## src/design/pin_mux_pkg.sv

```systemverilog
// shared constants, types and pin tables for the port C/D function mux
package pin_mux_pkg;

  // register indices and byte offsets
  localparam int unsigned REG_COUNT     = 6;
  localparam int unsigned IDX_PC_SEL_LO = 0;
  localparam int unsigned IDX_PC_SEL_HI = 1;
  localparam int unsigned IDX_PD_SEL_LO = 2;
  localparam int unsigned IDX_PD_SEL_HI = 3;
  localparam int unsigned IDX_HALL_ROUTE = 4;
  localparam int unsigned IDX_SER_ROUTE = 5;

  localparam logic [7:0] OFS_PC_SEL_LO  = 8'h00;
  localparam logic [7:0] OFS_PC_SEL_HI  = 8'h04;
  localparam logic [7:0] OFS_PD_SEL_LO  = 8'h08;
  localparam logic [7:0] OFS_PD_SEL_HI  = 8'h0C;
  localparam logic [7:0] OFS_HALL_ROUTE = 8'h10;
  localparam logic [7:0] OFS_SER_ROUTE  = 8'h14;

  // reset values and implemented-bit masks
  localparam logic [7:0] REG_RESET = 8'h00;
  localparam logic [7:0] REG_MASK [REG_COUNT] = '{
    8'hFF, 8'h0F, 8'hFF, 8'hFF, 8'hFF, 8'h1F};

  // field positions in the serial/irq route register
  localparam int unsigned SER_ROUTE_BIT = 4;
  localparam int unsigned RSVD_LSB      = 2;
  localparam int unsigned IRQ_ROUTE_LSB = 0;

  // irq route codes and the gpio selector code
  localparam logic [1:0] IRQ_FROM_A7  = 2'h0;
  localparam logic [1:0] IRQ_FROM_D7  = 2'h3;
  localparam logic [1:0] SEL_GPIO     = 2'h0;

  // bus answer timing: one wait state in every access phase
  localparam int unsigned APB_WAIT_CYCLES = 1;

  // pin functions a selector can choose
  typedef enum logic [4:0] {
    FN_GPIO,
    FN_GAT, FN_GAB, FN_GBT, FN_GBB, FN_GCT, FN_GCB,
    FN_T0, FN_T0B, FN_T1, FN_T1B, FN_T2, FN_T2B, FN_T3, FN_T3B,
    FN_HA, FN_HB, FN_HC,
    FN_SER_TX, FN_SER_IO
  } pin_fn_e;

  typedef struct packed {
    logic aUp;
    logic aLo;
    logic bUp;
    logic bLo;
    logic cUp;
    logic cLo;
  } gate_s;

  // alternate function sources offered to the pins
  typedef struct packed {
    gate_s      gate;
    logic [3:0] tmr;
    logic [2:0] hall;
    logic       serTx;
    logic       serIo;
  } alt_src_s;

  // per pin: selector register, field lsb, function for codes 0..3
  localparam int unsigned PC_REG [8] = '{0, 0, 0, 0, 1, 1, 0, 0};
  localparam int unsigned PC_LSB [8] = '{0, 0, 4, 0, 0, 2, 0, 0};
  localparam pin_fn_e PC_MAP [8][4] = '{
    '{FN_GPIO, FN_GPIO, FN_GPIO, FN_GPIO},
    '{FN_GPIO, FN_GPIO, FN_GPIO, FN_GPIO},
    '{FN_GPIO, FN_GBT,  FN_GBB,  FN_GAB },
    '{FN_GPIO, FN_GPIO, FN_GPIO, FN_GPIO},
    '{FN_GPIO, FN_GCT,  FN_GAB,  FN_GCB },
    '{FN_GPIO, FN_GCB,  FN_GAT,  FN_GBB },
    '{FN_GPIO, FN_GPIO, FN_GPIO, FN_GPIO},
    '{FN_GPIO, FN_GPIO, FN_GPIO, FN_GPIO}};

  localparam int unsigned PD_REG [8] = '{2, 2, 2, 2, 3, 3, 3, 3};
  localparam int unsigned PD_LSB [8] = '{0, 2, 4, 6, 0, 2, 4, 6};
  localparam pin_fn_e PD_MAP [8][4] = '{
    '{FN_GPIO, FN_T0B, FN_T0,  FN_SER_TX},
    '{FN_GPIO, FN_T0,  FN_HC,  FN_SER_IO},
    '{FN_GPIO, FN_T1B, FN_HB,  FN_GAT   },
    '{FN_GPIO, FN_T1,  FN_HA,  FN_GAB   },
    '{FN_GPIO, FN_T2B, FN_T1,  FN_GBT   },
    '{FN_GPIO, FN_T2,  FN_T1B, FN_GBB   },
    '{FN_GPIO, FN_T3B, FN_T0,  FN_GCT   },
    '{FN_GPIO, FN_T3,  FN_T0B, FN_GCB   }};

endpackage : pin_mux_pkg

```

## src/design/port_cd_pin_function_mux.sv

```systemverilog
// port C/D pin function mux with APB register file and input routing
//
// Behaviour
// - port C bit 2: 00 gpio, 01 phase B upper, 10 phase B lower, 11 A lower
// - second port C select register: bits 7..4 read zero
// - port C bit 5: 00 gpio, 01 C lower, 10 A upper, 11 B lower
// - port C bit 4: 00 gpio, 01 C upper, 10 A lower, 11 C lower
// - port D bit 3: gpio/clk0, timer1, hall A, phase A lower
// - port D bit 2: gpio/clk1, timer1 inverted, hall B, phase A upper
// - port D bit 1: gpio/clk2/irq, timer0, hall C, serial rx/tx
// - port D bit 0: gpio/clk3/capture, timer0 inv, timer0, serial tx
// - port D bit 7: gpio/clk0/irq, timer3, timer0 inv, phase C lower
// - port D bit 6: gpio/clk1/capture, timer3 inv, timer0, phase C upper
// - port D bit 5: gpio/clk2, timer2, timer1 inv, phase B lower
// - port D bit 4: gpio/clk3, timer2 inv, timer1, phase B upper
// - serial input from port B bit 4 (0) or port D bit 1 (1)
// - irq source: 00 port A bit 7, 01/10 port D bit 1, 11 D bit 7
// - serial/irq route register bits 7..5 read zero
// - pin in clock function feeds timer clock or event count
//
// The placing of the registers and the APB interface to the registers are this design's own decisions.
`timescale 1ns/10ps
module port_cd_pin_function_mux
  import pin_mux_pkg::*;
#(
  parameter int unsigned ADDR_W = 12
) (
  input  wire logic              clk,
  input  wire logic              reset,
  input  wire logic              psel,
  input  wire logic              penable,
  input  wire logic              pwrite,
  input  wire logic [ADDR_W-1:0] paddr,
  input  wire logic [31:0]       pwdata,
  input  wire logic [3:0]        pstrb,
  output logic      [31:0]       prdata,
  output logic                   pready,
  output logic                   pslverr,
  input  wire logic [7:0]        portCGpioOut,
  input  wire logic [7:0]        portDGpioOut,
  input  wire alt_src_s          altSrc,
  input  wire logic [7:0]        portDPinIn,
  input  wire logic              portAPin7In,
  input  wire logic              portBPin4In,
  output logic      [7:0]        portCPinOut,
  output logic      [7:0]        portCAltActive,
  output logic      [7:0]        portDPinOut,
  output logic      [7:0]        portDAltActive,
  output logic                   serialRxIn,
  output logic                   extIrqIn,
  output logic      [7:0]        timerClkPinD,
  output logic      [1:0]        capturePinD
);

  generate
    if (ADDR_W < 5 || ADDR_W > 32) begin : g_bad_addr
      $error("ADDR_W must lie between 5 and 32");
    end
  endgenerate

  // register index is three bits wide
  generate
    if (REG_COUNT > 8) begin : g_bad_count
      $error("REG_COUNT must not exceed 8");
    end
  endgenerate

  // answer logic serves exactly one wait state
  generate
    if (APB_WAIT_CYCLES != 1) begin : g_bad_wait
      $error("APB_WAIT_CYCLES must be 1");
    end
  endgenerate

  // pin tables must point at real selector fields
  genvar t;
  generate
    for (t = 0; t < 8; t++) begin : g_tab_chk
      if (PC_REG[t] >= REG_COUNT || PD_REG[t] >= REG_COUNT) begin : g_bad_reg
        $error("pin table names a missing register");
      end
      if (PC_LSB[t] > 6 || PD_LSB[t] > 6) begin : g_bad_lsb
        $error("pin table field runs past bit 7");
      end
    end
  endgenerate

  // reset values must fit the implemented bits
  genvar m;
  generate
    for (m = 0; m < REG_COUNT; m++) begin : g_rst_chk
      if ((REG_RESET & ~REG_MASK[m]) != 8'h00) begin : g_bad_rst
        $error("reset value sets an unimplemented bit");
      end
    end
  endgenerate

  // value a pin shows for a chosen function
  function automatic logic fnValue(input pin_fn_e fn,
                                   input alt_src_s src,
                                   input logic gpio);
    logic v;
    v = gpio;
    case (fn)
      FN_GAT:    v = src.gate.aUp;
      FN_GAB:    v = src.gate.aLo;
      FN_GBT:    v = src.gate.bUp;
      FN_GBB:    v = src.gate.bLo;
      FN_GCT:    v = src.gate.cUp;
      FN_GCB:    v = src.gate.cLo;
      FN_T0:     v = src.tmr[0];
      FN_T0B:    v = ~src.tmr[0];
      FN_T1:     v = src.tmr[1];
      FN_T1B:    v = ~src.tmr[1];
      FN_T2:     v = src.tmr[2];
      FN_T2B:    v = ~src.tmr[2];
      FN_T3:     v = src.tmr[3];
      FN_T3B:    v = ~src.tmr[3];
      FN_HA:     v = src.hall[0];
      FN_HB:     v = src.hall[1];
      FN_HC:     v = src.hall[2];
      FN_SER_TX: v = src.serTx;
      FN_SER_IO: v = src.serIo;
      default:   v = gpio;
    endcase
    return v;
  endfunction : fnValue

  // irq source for a route code; 01 and 10 both take port D bit 1
  function automatic logic irqPick(input logic [1:0] code,
                                   input logic       a7,
                                   input logic       d1,
                                   input logic       d7);
    logic v;
    v = d1;
    case (code)
      IRQ_FROM_A7: v = a7;
      IRQ_FROM_D7: v = d7;
      default:     v = d1;
    endcase
    return v;
  endfunction : irqPick

  // serial input: port B bit 4 or port D bit 1
  function automatic logic serPick(input logic fromD1,
                                   input logic b4,
                                   input logic d1);
    return fromD1 ? d1 : b4;
  endfunction : serPick

  // two-bit selector field of a select register
  function automatic logic [1:0] selField(input logic [7:0]  regVal,
                                          input int unsigned lsb);
    logic [1:0] f;
    f = regVal[lsb +: 2];
    return f;
  endfunction : selField

  // register storage
  logic [7:0] regFile_ff [REG_COUNT];
  logic [7:0] nxt_regFile [REG_COUNT];
  logic [31:0] prdata_ff;
  logic        pready_ff;
  logic        pslverr_ff;

  // bus decode
  wire logic [ADDR_W-3:0] wordIdx   = paddr[ADDR_W-1:2];
  wire logic              alignedOk = (paddr[1:0] == 2'h0);
  wire logic              mapped    = alignedOk &&
                                      (wordIdx < (ADDR_W-2)'(REG_COUNT));
  wire logic [2:0]        regIdx    = wordIdx[2:0];
  wire logic              accessReq = psel && penable;
  wire logic              firstAcc  = accessReq && !pready_ff;
  wire logic              doWrite   = accessReq && pready_ff && pwrite &&
                                      mapped && pstrb[0];
  wire logic [7:0]        regRead   = regFile_ff[regIdx];
  wire logic [31:0]       readWord  = mapped ?
                                      {24'h00_0000, regRead} :
                                      32'h0000_0000;

  // writes land at the completing edge; masked bits store zero
  always_comb begin
    for (int i = 0; i < REG_COUNT; i++) begin
      nxt_regFile[i] = regFile_ff[i];
    end
    if (doWrite) begin
      nxt_regFile[regIdx] = pwdata[7:0] & REG_MASK[regIdx];
    end
  end

  always_ff @(posedge clk or posedge reset) begin
    if (reset) begin
      for (int i = 0; i < REG_COUNT; i++) begin
        regFile_ff[i] <= REG_RESET;
      end
    end else begin
      for (int i = 0; i < REG_COUNT; i++) begin
        regFile_ff[i] <= nxt_regFile[i];
      end
    end
  end

  // one wait state, data and error valid with pready
  always_ff @(posedge clk or posedge reset) begin
    if (reset) begin
      pready_ff <= 1'b0;
    end else begin
      pready_ff <= firstAcc;
    end
  end

  // error flag for holes and unaligned words
  always_ff @(posedge clk or posedge reset) begin
    if (reset) begin
      pslverr_ff <= 1'b0;
    end else begin
      pslverr_ff <= firstAcc && !mapped;
    end
  end

  // read data stands only with pready
  always_ff @(posedge clk or posedge reset) begin
    if (reset) begin
      prdata_ff <= 32'h0000_0000;
    end else begin
      prdata_ff <= (firstAcc && !pwrite) ? readWord : 32'h0000_0000;
    end
  end

  assign prdata  = prdata_ff;
  assign pready  = pready_ff;
  assign pslverr = pslverr_ff;

  // pin function selection
  logic [7:0] pcOut_ff;
  logic [7:0] pcAlt_ff;
  logic [7:0] pdOut_ff;
  logic [7:0] pdAlt_ff;
  logic [7:0] clkPin_ff;
  logic [7:0] pcOutNxt;
  logic [7:0] pcAltNxt;
  logic [7:0] pdOutNxt;
  logic [7:0] pdAltNxt;
  logic [7:0] clkPinNxt;
  logic [7:0] pdIsGpio;

  genvar p;
  generate
    for (p = 0; p < 8; p++) begin : g_pin_c
      wire logic [7:0] pcReg = regFile_ff[PC_REG[p]];
      wire logic [1:0] pcSel = selField(pcReg, PC_LSB[p]);
      wire pin_fn_e    pcFn  = PC_MAP[p][pcSel];
      assign pcOutNxt[p] = fnValue(pcFn, altSrc, portCGpioOut[p]);
      assign pcAltNxt[p] = (pcFn != FN_GPIO);
    end
  endgenerate

  genvar q;
  generate
    for (q = 0; q < 8; q++) begin : g_pin_d
      wire logic [7:0] pdReg = regFile_ff[PD_REG[q]];
      wire logic [1:0] pdSel = selField(pdReg, PD_LSB[q]);
      wire pin_fn_e    pdFn  = PD_MAP[q][pdSel];
      assign pdOutNxt[q] = fnValue(pdFn, altSrc, portDGpioOut[q]);
      assign pdAltNxt[q] = (pdFn != FN_GPIO);
      assign pdIsGpio[q] = (pdSel == SEL_GPIO);
    end
  endgenerate

  // timer clock candidates: pin level only while the pin stays gpio
  genvar k;
  generate
    for (k = 0; k < 8; k++) begin : g_clk_pin
      assign clkPinNxt[k] = pdIsGpio[k] & portDPinIn[k];
    end
  endgenerate

  // input routing
  wire logic [7:0] serRoute  = regFile_ff[IDX_SER_ROUTE];
  wire logic [1:0] irqRoute  = serRoute[IRQ_ROUTE_LSB +: 2];
  wire logic       serFromD1 = serRoute[SER_ROUTE_BIT];
  wire logic       serRxNxt  = serPick(serFromD1, portBPin4In,
                                       portDPinIn[1]);
  wire logic       irqNxt    = irqPick(irqRoute, portAPin7In,
                                       portDPinIn[1], portDPinIn[7]);
  // capture candidates on port D bits 0 and 6
  wire logic       capPin0   = pdIsGpio[0] & portDPinIn[0];
  wire logic       capPin6   = pdIsGpio[6] & portDPinIn[6];
  wire logic [1:0] capNxt    = {capPin6, capPin0};

  logic       serRx_ff;
  logic       irq_ff;
  logic [1:0] cap_ff;

  // registered pin and routing outputs
  always_ff @(posedge clk or posedge reset) begin
    if (reset) begin
      pcOut_ff <= 8'h00;
    end else begin
      pcOut_ff <= pcOutNxt;
    end
  end

  always_ff @(posedge clk or posedge reset) begin
    if (reset) begin
      pcAlt_ff <= 8'h00;
    end else begin
      pcAlt_ff <= pcAltNxt;
    end
  end

  always_ff @(posedge clk or posedge reset) begin
    if (reset) begin
      pdOut_ff <= 8'h00;
    end else begin
      pdOut_ff <= pdOutNxt;
    end
  end

  always_ff @(posedge clk or posedge reset) begin
    if (reset) begin
      pdAlt_ff <= 8'h00;
    end else begin
      pdAlt_ff <= pdAltNxt;
    end
  end

  always_ff @(posedge clk or posedge reset) begin
    if (reset) begin
      clkPin_ff <= 8'h00;
    end else begin
      clkPin_ff <= clkPinNxt;
    end
  end

  always_ff @(posedge clk or posedge reset) begin
    if (reset) begin
      serRx_ff <= 1'b0;
    end else begin
      serRx_ff <= serRxNxt;
    end
  end

  always_ff @(posedge clk or posedge reset) begin
    if (reset) begin
      irq_ff <= 1'b0;
    end else begin
      irq_ff <= irqNxt;
    end
  end

  always_ff @(posedge clk or posedge reset) begin
    if (reset) begin
      cap_ff <= 2'h0;
    end else begin
      cap_ff <= capNxt;
    end
  end

  assign portCPinOut    = pcOut_ff;
  assign portCAltActive = pcAlt_ff;
  assign portDPinOut    = pdOut_ff;
  assign portDAltActive = pdAlt_ff;
  assign serialRxIn     = serRx_ff;
  assign extIrqIn       = irq_ff;
  assign timerClkPinD   = clkPin_ff;
  assign capturePinD    = cap_ff;

endmodule : port_cd_pin_function_mux

```

## config.mk

```make
export PLATFORM = sky130hd
export DESIGN_NAME = port_cd_pin_function_mux
export DESIGN_NICKNAME = d
export VERILOG_FILES = /design/src/design/pin_mux_pkg.sv /design/src/design/port_cd_pin_function_mux.sv
export SDC_FILE = /design/constraint.sdc
export NUM_CORES = 1
export LEC_CHECK = 0
export BUFFER_PORTS_ARGS = -buffer_cell sky130_fd_sc_hd__buf_2
export CAP_MARGIN = 0
export CORE_UTILIZATION = 53
export CTS_CLUSTER_SIZE = 8
export DETAILED_ROUTE_END_ITERATION = 6
export PLACE_DENSITY = 0.86
export SETUP_SLACK_MARGIN = 0.1
export SLEW_MARGIN = 20
export SYNTH_ARGS = -nofsm -noshare
export SYNTH_HDL_FRONTEND = slang
export SYNTH_SLANG_ARGS = --single-unit
```

## constraint.sdc

```tcl
create_clock -name clk -period 4.3 [get_ports clk]
set_clock_uncertainty 0.1 [all_clocks]
set_input_delay 0.215 -clock clk [delete_from_list [all_inputs] [get_ports clk]]
set_output_delay 0.215 -clock clk [all_outputs]
set_load 0.1 [all_outputs]
```

After elaboration in Yosys (flattened, before gate mapping) --
Memory sizes are Yosys's and may differ from the RTL's. Index checks and enable logic that the tools add are counted.
Cells by class: bitwise logic cells 26, equal/unequal tests 229, magnitude comparators 15, multiplexer cells 64, reductions and logical operators 35
Operator list (count):
- $eq 5x4->1 const B | 96
- $pmux 1 s19 | 16
- $eq 5x3->1 const B | 48
- $eq 5x5->1 const B | 48
- $bmux 5 s2 | 12
- $eq 5x2->1 const B | 24
- $mux 5 | 24
- $eq 5x1->1 const B | 12
- $reduce_bool 5->1 | 12
- $mux 8 | 7
- $bwmux 48 | 1
- $ge 3x3->1 const B | 12
- $not 2->3 | 12
- $bmux 8 s3 | 1
- $demux 8 s3 | 1
- $logic_not 2->1 | 10
- $logic_and 1x1->1 | 10
- $lt 10x3->1 const B | 1
- $and 1x1->1 | 8
- $and 8x8->8 | 1
- $ge 4x4->1 const B | 1
- $lt 4x1->1 const B | 1
- $not 1->1 | 4
- $not 3->4 | 1
- 4 further kinds | 6
Word-level totals: bits in read-only memories 64, word-level logic and storage cells 387, input port bits 94, register bits after elaboration 101, memories 1, output and inout port bits 78
Memories:
- (no name shown) | words 8, width 8, read ports 1, clocked after memory_dff 0, wr ports 0, line port_cd_pin_function_mux.sv:187 | nxt_regFile[regIdx] = pwdata[7:0] & REG_MASK[regIdx];

Logic depth before layout (Yosys ltp) --
word-level depth 6, mapped depth 6, depth with buffers taken out 6

Worst setup path after synthesis --
No wires, ideal clock.
kind register to register, from reg pready_ff, in the netlist pready, to reg regFile_ff (netlist bit g_pin_c[0].pcReg[0]), path buffers 1, required time 4075 ps, data arrival time 2214 ps, period minus slack after synthesis 2439 ps, library setup time 125 ps, setup slack 1861 ps, stages on the path, launching flop included 6, cells stage by stage dfrtp_1 > and4b_1 > nand4_1 > or4_1 > buf_6 > mux2_4
Between the ends: cells in the longest elaborated chain, start to end 4
RTL lines:
- start, declared | line port_cd_pin_function_mux.sv:163 | logic pready_ff;
- start signal, assigned | line port_cd_pin_function_mux.sv:208 | pready_ff <= firstAcc;
- $logic_and 1x1->1 (3 in series) | line port_cd_pin_function_mux.sv:174 | wire logic doWrite = accessReq && pready_ff && pwrite &&
- $logic_and 1x1->1 | line port_cd_pin_function_mux.sv:175 | mapped && pstrb[0];
- end signal, assigned by index | line port_cd_pin_function_mux.sv:198 | regFile_ff[i] <= nxt_regFile[i];
- end, declared | line port_cd_pin_function_mux.sv:160 | logic [7:0] regFile_ff [REG_COUNT];
No other way between the ends. A chain may end at the register's enable or synchronous reset.

Worst setup path after layout --
Ends and elaborated chain as after synthesis.

==> flow_summary.toml <==
[status]
status = "completed"

[synth]
asyncSetResetFlopFracSynth = 1.00
yosys.area_share.adder = 0.0546
synth.avg_cell_area_um2 = 12.7
yosys_register_bits = 95
synth_compound_gate_area_share = 0.0573
synthDistinctLibCells = 43
post_synth_inst_count = 360
synthesis.yosys.warnings = 0
netlist_area_mm2 = 0.00459
synth_top_family_by_area = "multiplexers"
dominantRegCellSynth = "sky130_fd_sc_hd__dfrtp_1"
xor_xnor_share_of_the_synthesized_area = 0
synth.area.mux_share = 0.196
synth-edff-count = 0
synth_simple_gate_area_frac = 0.0870
seq_area_frac_synth = 0.518

[floorplan]
die-area_mm2 = 0.00903
die_y_um = 95.0
core.rowCount = 33
floorplan.die.width_um = 95.0
placeableCoreArea_mm2 = 0.00830
initial_core_util = 0.553
num_io_pins = 172

[detailed_routing]
drt-wirelength-per-cell_um = 16.3
drt_iter0_markers = 142
met1Wirelength_um = 4110
total_length_of_routed_met2_wires_um = 4880
wl_met3_um = 569
via_total_after_detailed_routing = 3229
first_pass_iters = 5
vias_per_cell = 5.35
antenna_violating_nets_post_route = 0
wirelength_um = 9840
topRoutingLayerUsed = "met4"
drc = 0

[worst_setup_path]
reg2reg_to = "g_pin_c[0].pcReg[0]$_DFFE_PP0P_"
cp_slowest_cell = "sky130_fd_sc_hd__or4_1"
crit_fanout = 8
worst_setup_path_start_kind = "flop"
r2r_slack_ns = 2.15
worst_reg2reg_path_startpoint = "pready$_DFF_PP0_"
crit_required_ns = 4.46
timing.critical_path.cells = "and4b_1 > nand4_1 > or4_1 > mux2_4"
setup.worst_path.end_class = "flop"
worstSetupPathType = "reg2reg"
r2r.worst_path.cells = 4
cp_slowest_stage_delay_ns = 0.74
critPathArrivalTime_ns = 2.31

[clock_tree]
clock_tree.root_cell = "sky130_fd_sc_hd__clkbuf_8"
cts_tree = "done"
ctsLongestPathBuffers = 2
post_cts.resized_instances = 0
clock_slew_seen_by_the_registers_of_the_worst_setup_and_hold_paths_ns = 0.10
tritoncts_num_sinks = 95
cts_max_level = 3
total_clock_buffers_created_by_cts = 9
worstSkewPairLatency_ns = 0.37

[layout]
multiInputGateArea_mm2 = 0.00192
final_standard_cell_utilization_of_the_core = 0.664
area.growth.synth_to_final_pct = 20.1
insertedDiodeCount = 0
nNetsFinal = 608
post_route_cells_drive_above_1_share = 0.393
stdcell_area_mm2 = 0.00551
filler_cell_count = 612
mostFrequentLayoutCells = "sky130_fd_sc_hd__buf_2, sky130_fd_sc_hd__dfrtp_1, sky130_fd_sc_hd__mux2_2"
sequential_cell_area_mm2 = 0.00238
layout.cells.most_common = "sky130_fd_sc_hd__buf_2"

[worst_hold_path]
hp-class = "in2reg"
whs_endpoint = "g_pin_d[0].pdReg[5]$_DFFE_PP0P_"
min_delay_path_depth = 2
worst_hold_startpoint = "pwdata[5]"

[timing]
grt_setup_unrepaired = "false"
finalSetupViolCount = 0
max_slew_margin = 0.514
hold_ws_ns = 0.0179
post-route-period-util = 0.500
finalMaxSlewViolations = 0
post-route-min-period_ns = 2.15
fin_tns_setup_ns = 0
slew_worst_pin_ns = 0.729
max_freq_mhz = 465
hold_violations = 0

[pwr]
vdd_ir_drop_max_mv = 0.228
cellPowerDensity_mw_per_mm2 = 332
power_leakage_nw = 2.93
p_sw_uw = 636
switching_share = 0.348
combPwrFrac = 0.193
share_of_total_power_in_sequential_cells = 0.498
internal-power_mw = 1.19
power_frac_clock = 0.310
post-layout-total-power_mw = 1.83

[global_route]
antenna_found_initial = 0
globalRouteTotalUtil = 0.233
grt_overflow = 0
grt_pass1_vias = 3204
grt_start_max_net_pins = 62
grt_first_pass_wirelength_um = 15600

[placed_design]
gp_congestion = 0.802
port-buffer-count = 115
placed_area_mm2 = 0.00513
hpwl_um = 7020

[flow_run]
maxCapViolations = 0
-- registers in the layout, indices dropped and copies added (netlist names), 3 cells and up --
name and count:
g_pin_c.pcReg 16, g_pin_d.pdReg 16, portCPinOut 8, portDAltActive 8, portDPinOut 8, prdata 8, regFile_ff 8, serRoute 8
timerClkPinD 7, portCAltActive 3
-- per-layer routing --
metal	vias to the layer above	track usage
met5	-	0
met2	136	0.382
met4	0	0.102
li1	1461	-
met1	1606	0.301
met3	26	0.0478
-- power groups by stage --
| stage | Clock (mW) | Combinational [mW] | Sequential, mW |
|---|---|---|---|
| final | 0.566 | 0.352 | 0.910 |
| after floorplan | 0 | 0.190 | 1.03 |
| after CTS | 0.570 | 0.352 | 0.910 |
| after detailed placement | 0 | 0.338 | 0.928 |
| after global placement | 0 | 0.334 | 0.927 |
| after global routing | 0.613 | 0.369 | 0.912 |
-- stage by stage --
step / worst slack (ns) / std cells
finish: 2.15 / 604
global placement: 2.12 / 569
floorplan: 1.51 / 388
global route: 2.11 / 604
CTS: 2.15 / 604
detailed placement: 2.07 / 569
-- how the worst max path moves through the flow --
| stage | from | to | slack [ns] | cells after the start |
|---|---|---|---|---|
| 2_1_floorplan | reset | capturePinD[0]$_DFF_PP0_ | 1.51 | 1 |
| 3_3_place_gp | paddr[4] | g_pin_c[0].pcReg[3]$_DFFE_PP0P_ | 2.12 | 5 |
| 3_5_place_dp | paddr[4] | g_pin_c[0].pcReg[1]$_DFFE_PP0P_ | 2.07 | 5 |
| 4_1_cts | pready$_DFF_PP0_ | g_pin_c[0].pcReg[0]$_DFFE_PP0P_ | 2.15 | 4 |
| 5_1_grt | pready$_DFF_PP0_ | g_pin_c[0].pcReg[0]$_DFFE_PP0P_ | 2.11 | 4 |
| 6_report | pready$_DFF_PP0_ | g_pin_c[0].pcReg[0]$_DFFE_PP0P_ | 2.15 | 4 |
-- final cells by class --
| class | instances | share of cell area |
|---|---|---|
| clock buffer | 9 | 0.0225 |
| multi-input combinational | 223 | 0.348 |
| clock inverter | 7 | 0.0118 |
| sequential | 95 | 0.432 |
| tap | 105 | 0.0238 |
| inverter | 29 | 0.0202 |
| timing repair buffer | 136 | 0.142 |
-- timing repair --
item                                    CTS  global route
hold buffers                             19             0
endpoints found under the setup margin    0             0
endpoints found under the hold margin    77             0
setup buffers                             0             0
-- cell families (layout without fill, tap and decap cells) --
group / Yosys count / in the layout
adders and majority gates: 20 / 20
AOI/OAI and AO/OA: 37 / 37
and+or+nand+nor: 70 / 70
buffers and inverters: 70 / 181
other: 1 / 29
muxes: 67 / 67
DFF: 95 / 95
-- synth_stat cells (2+ instances only) --
master	number	area share
sky130_fd_sc_hd__and2_1	10	0.014
sky130_fd_sc_hd__o21ai_0	4	0.0044
sky130_fd_sc_hd__or2_2	8	0.011
sky130_fd_sc_hd__buf_4	31	0.051
sky130_fd_sc_hd__dfrtp_1	95	0.52
sky130_fd_sc_hd__mux2_4	5	0.016
sky130_fd_sc_hd__nand4_1	3	0.0041
sky130_fd_sc_hd__mux4_2	13	0.064
sky130_fd_sc_hd__nand3b_1	2	0.0033
sky130_fd_sc_hd__buf_2	7	0.0076
sky130_fd_sc_hd__a31oi_1	2	0.0027
sky130_fd_sc_hd__nor3_1	3	0.0033
sky130_fd_sc_hd__a21oi_1	8	0.0087
sky130_fd_sc_hd__a221oi_1	5	0.0095
sky130_fd_sc_hd__nand2_1	9	0.0074
sky130_fd_sc_hd__clkbuf_1	2	0.0016
sky130_fd_sc_hd__nor2_1	17	0.014
sky130_fd_sc_hd__inv_1	29	0.024
sky130_fd_sc_hd__mux2_2	32	0.079
sky130_fd_sc_hd__nor2b_1	6	0.0082
sky130_fd_sc_hd__ha_1	20	0.055
sky130_fd_sc_hd__a211oi_1	8	0.013
sky130_fd_sc_hd__nand2b_1	3	0.0041
sky130_fd_sc_hd__and4b_1	2	0.0044
sky130_fd_sc_hd__mux2i_1	17	0.037
sky130_fd_sc_hd__o31ai_1	2	0.0033
-- worst max-delay path: cells and delay by family (launching register included) --
family | cells | cell delay (ns)
simple gates | 3 | 1.12
mux | 1 | 0.41
flops | 1 | 0.42
Power figures use the tool's default switching activity.
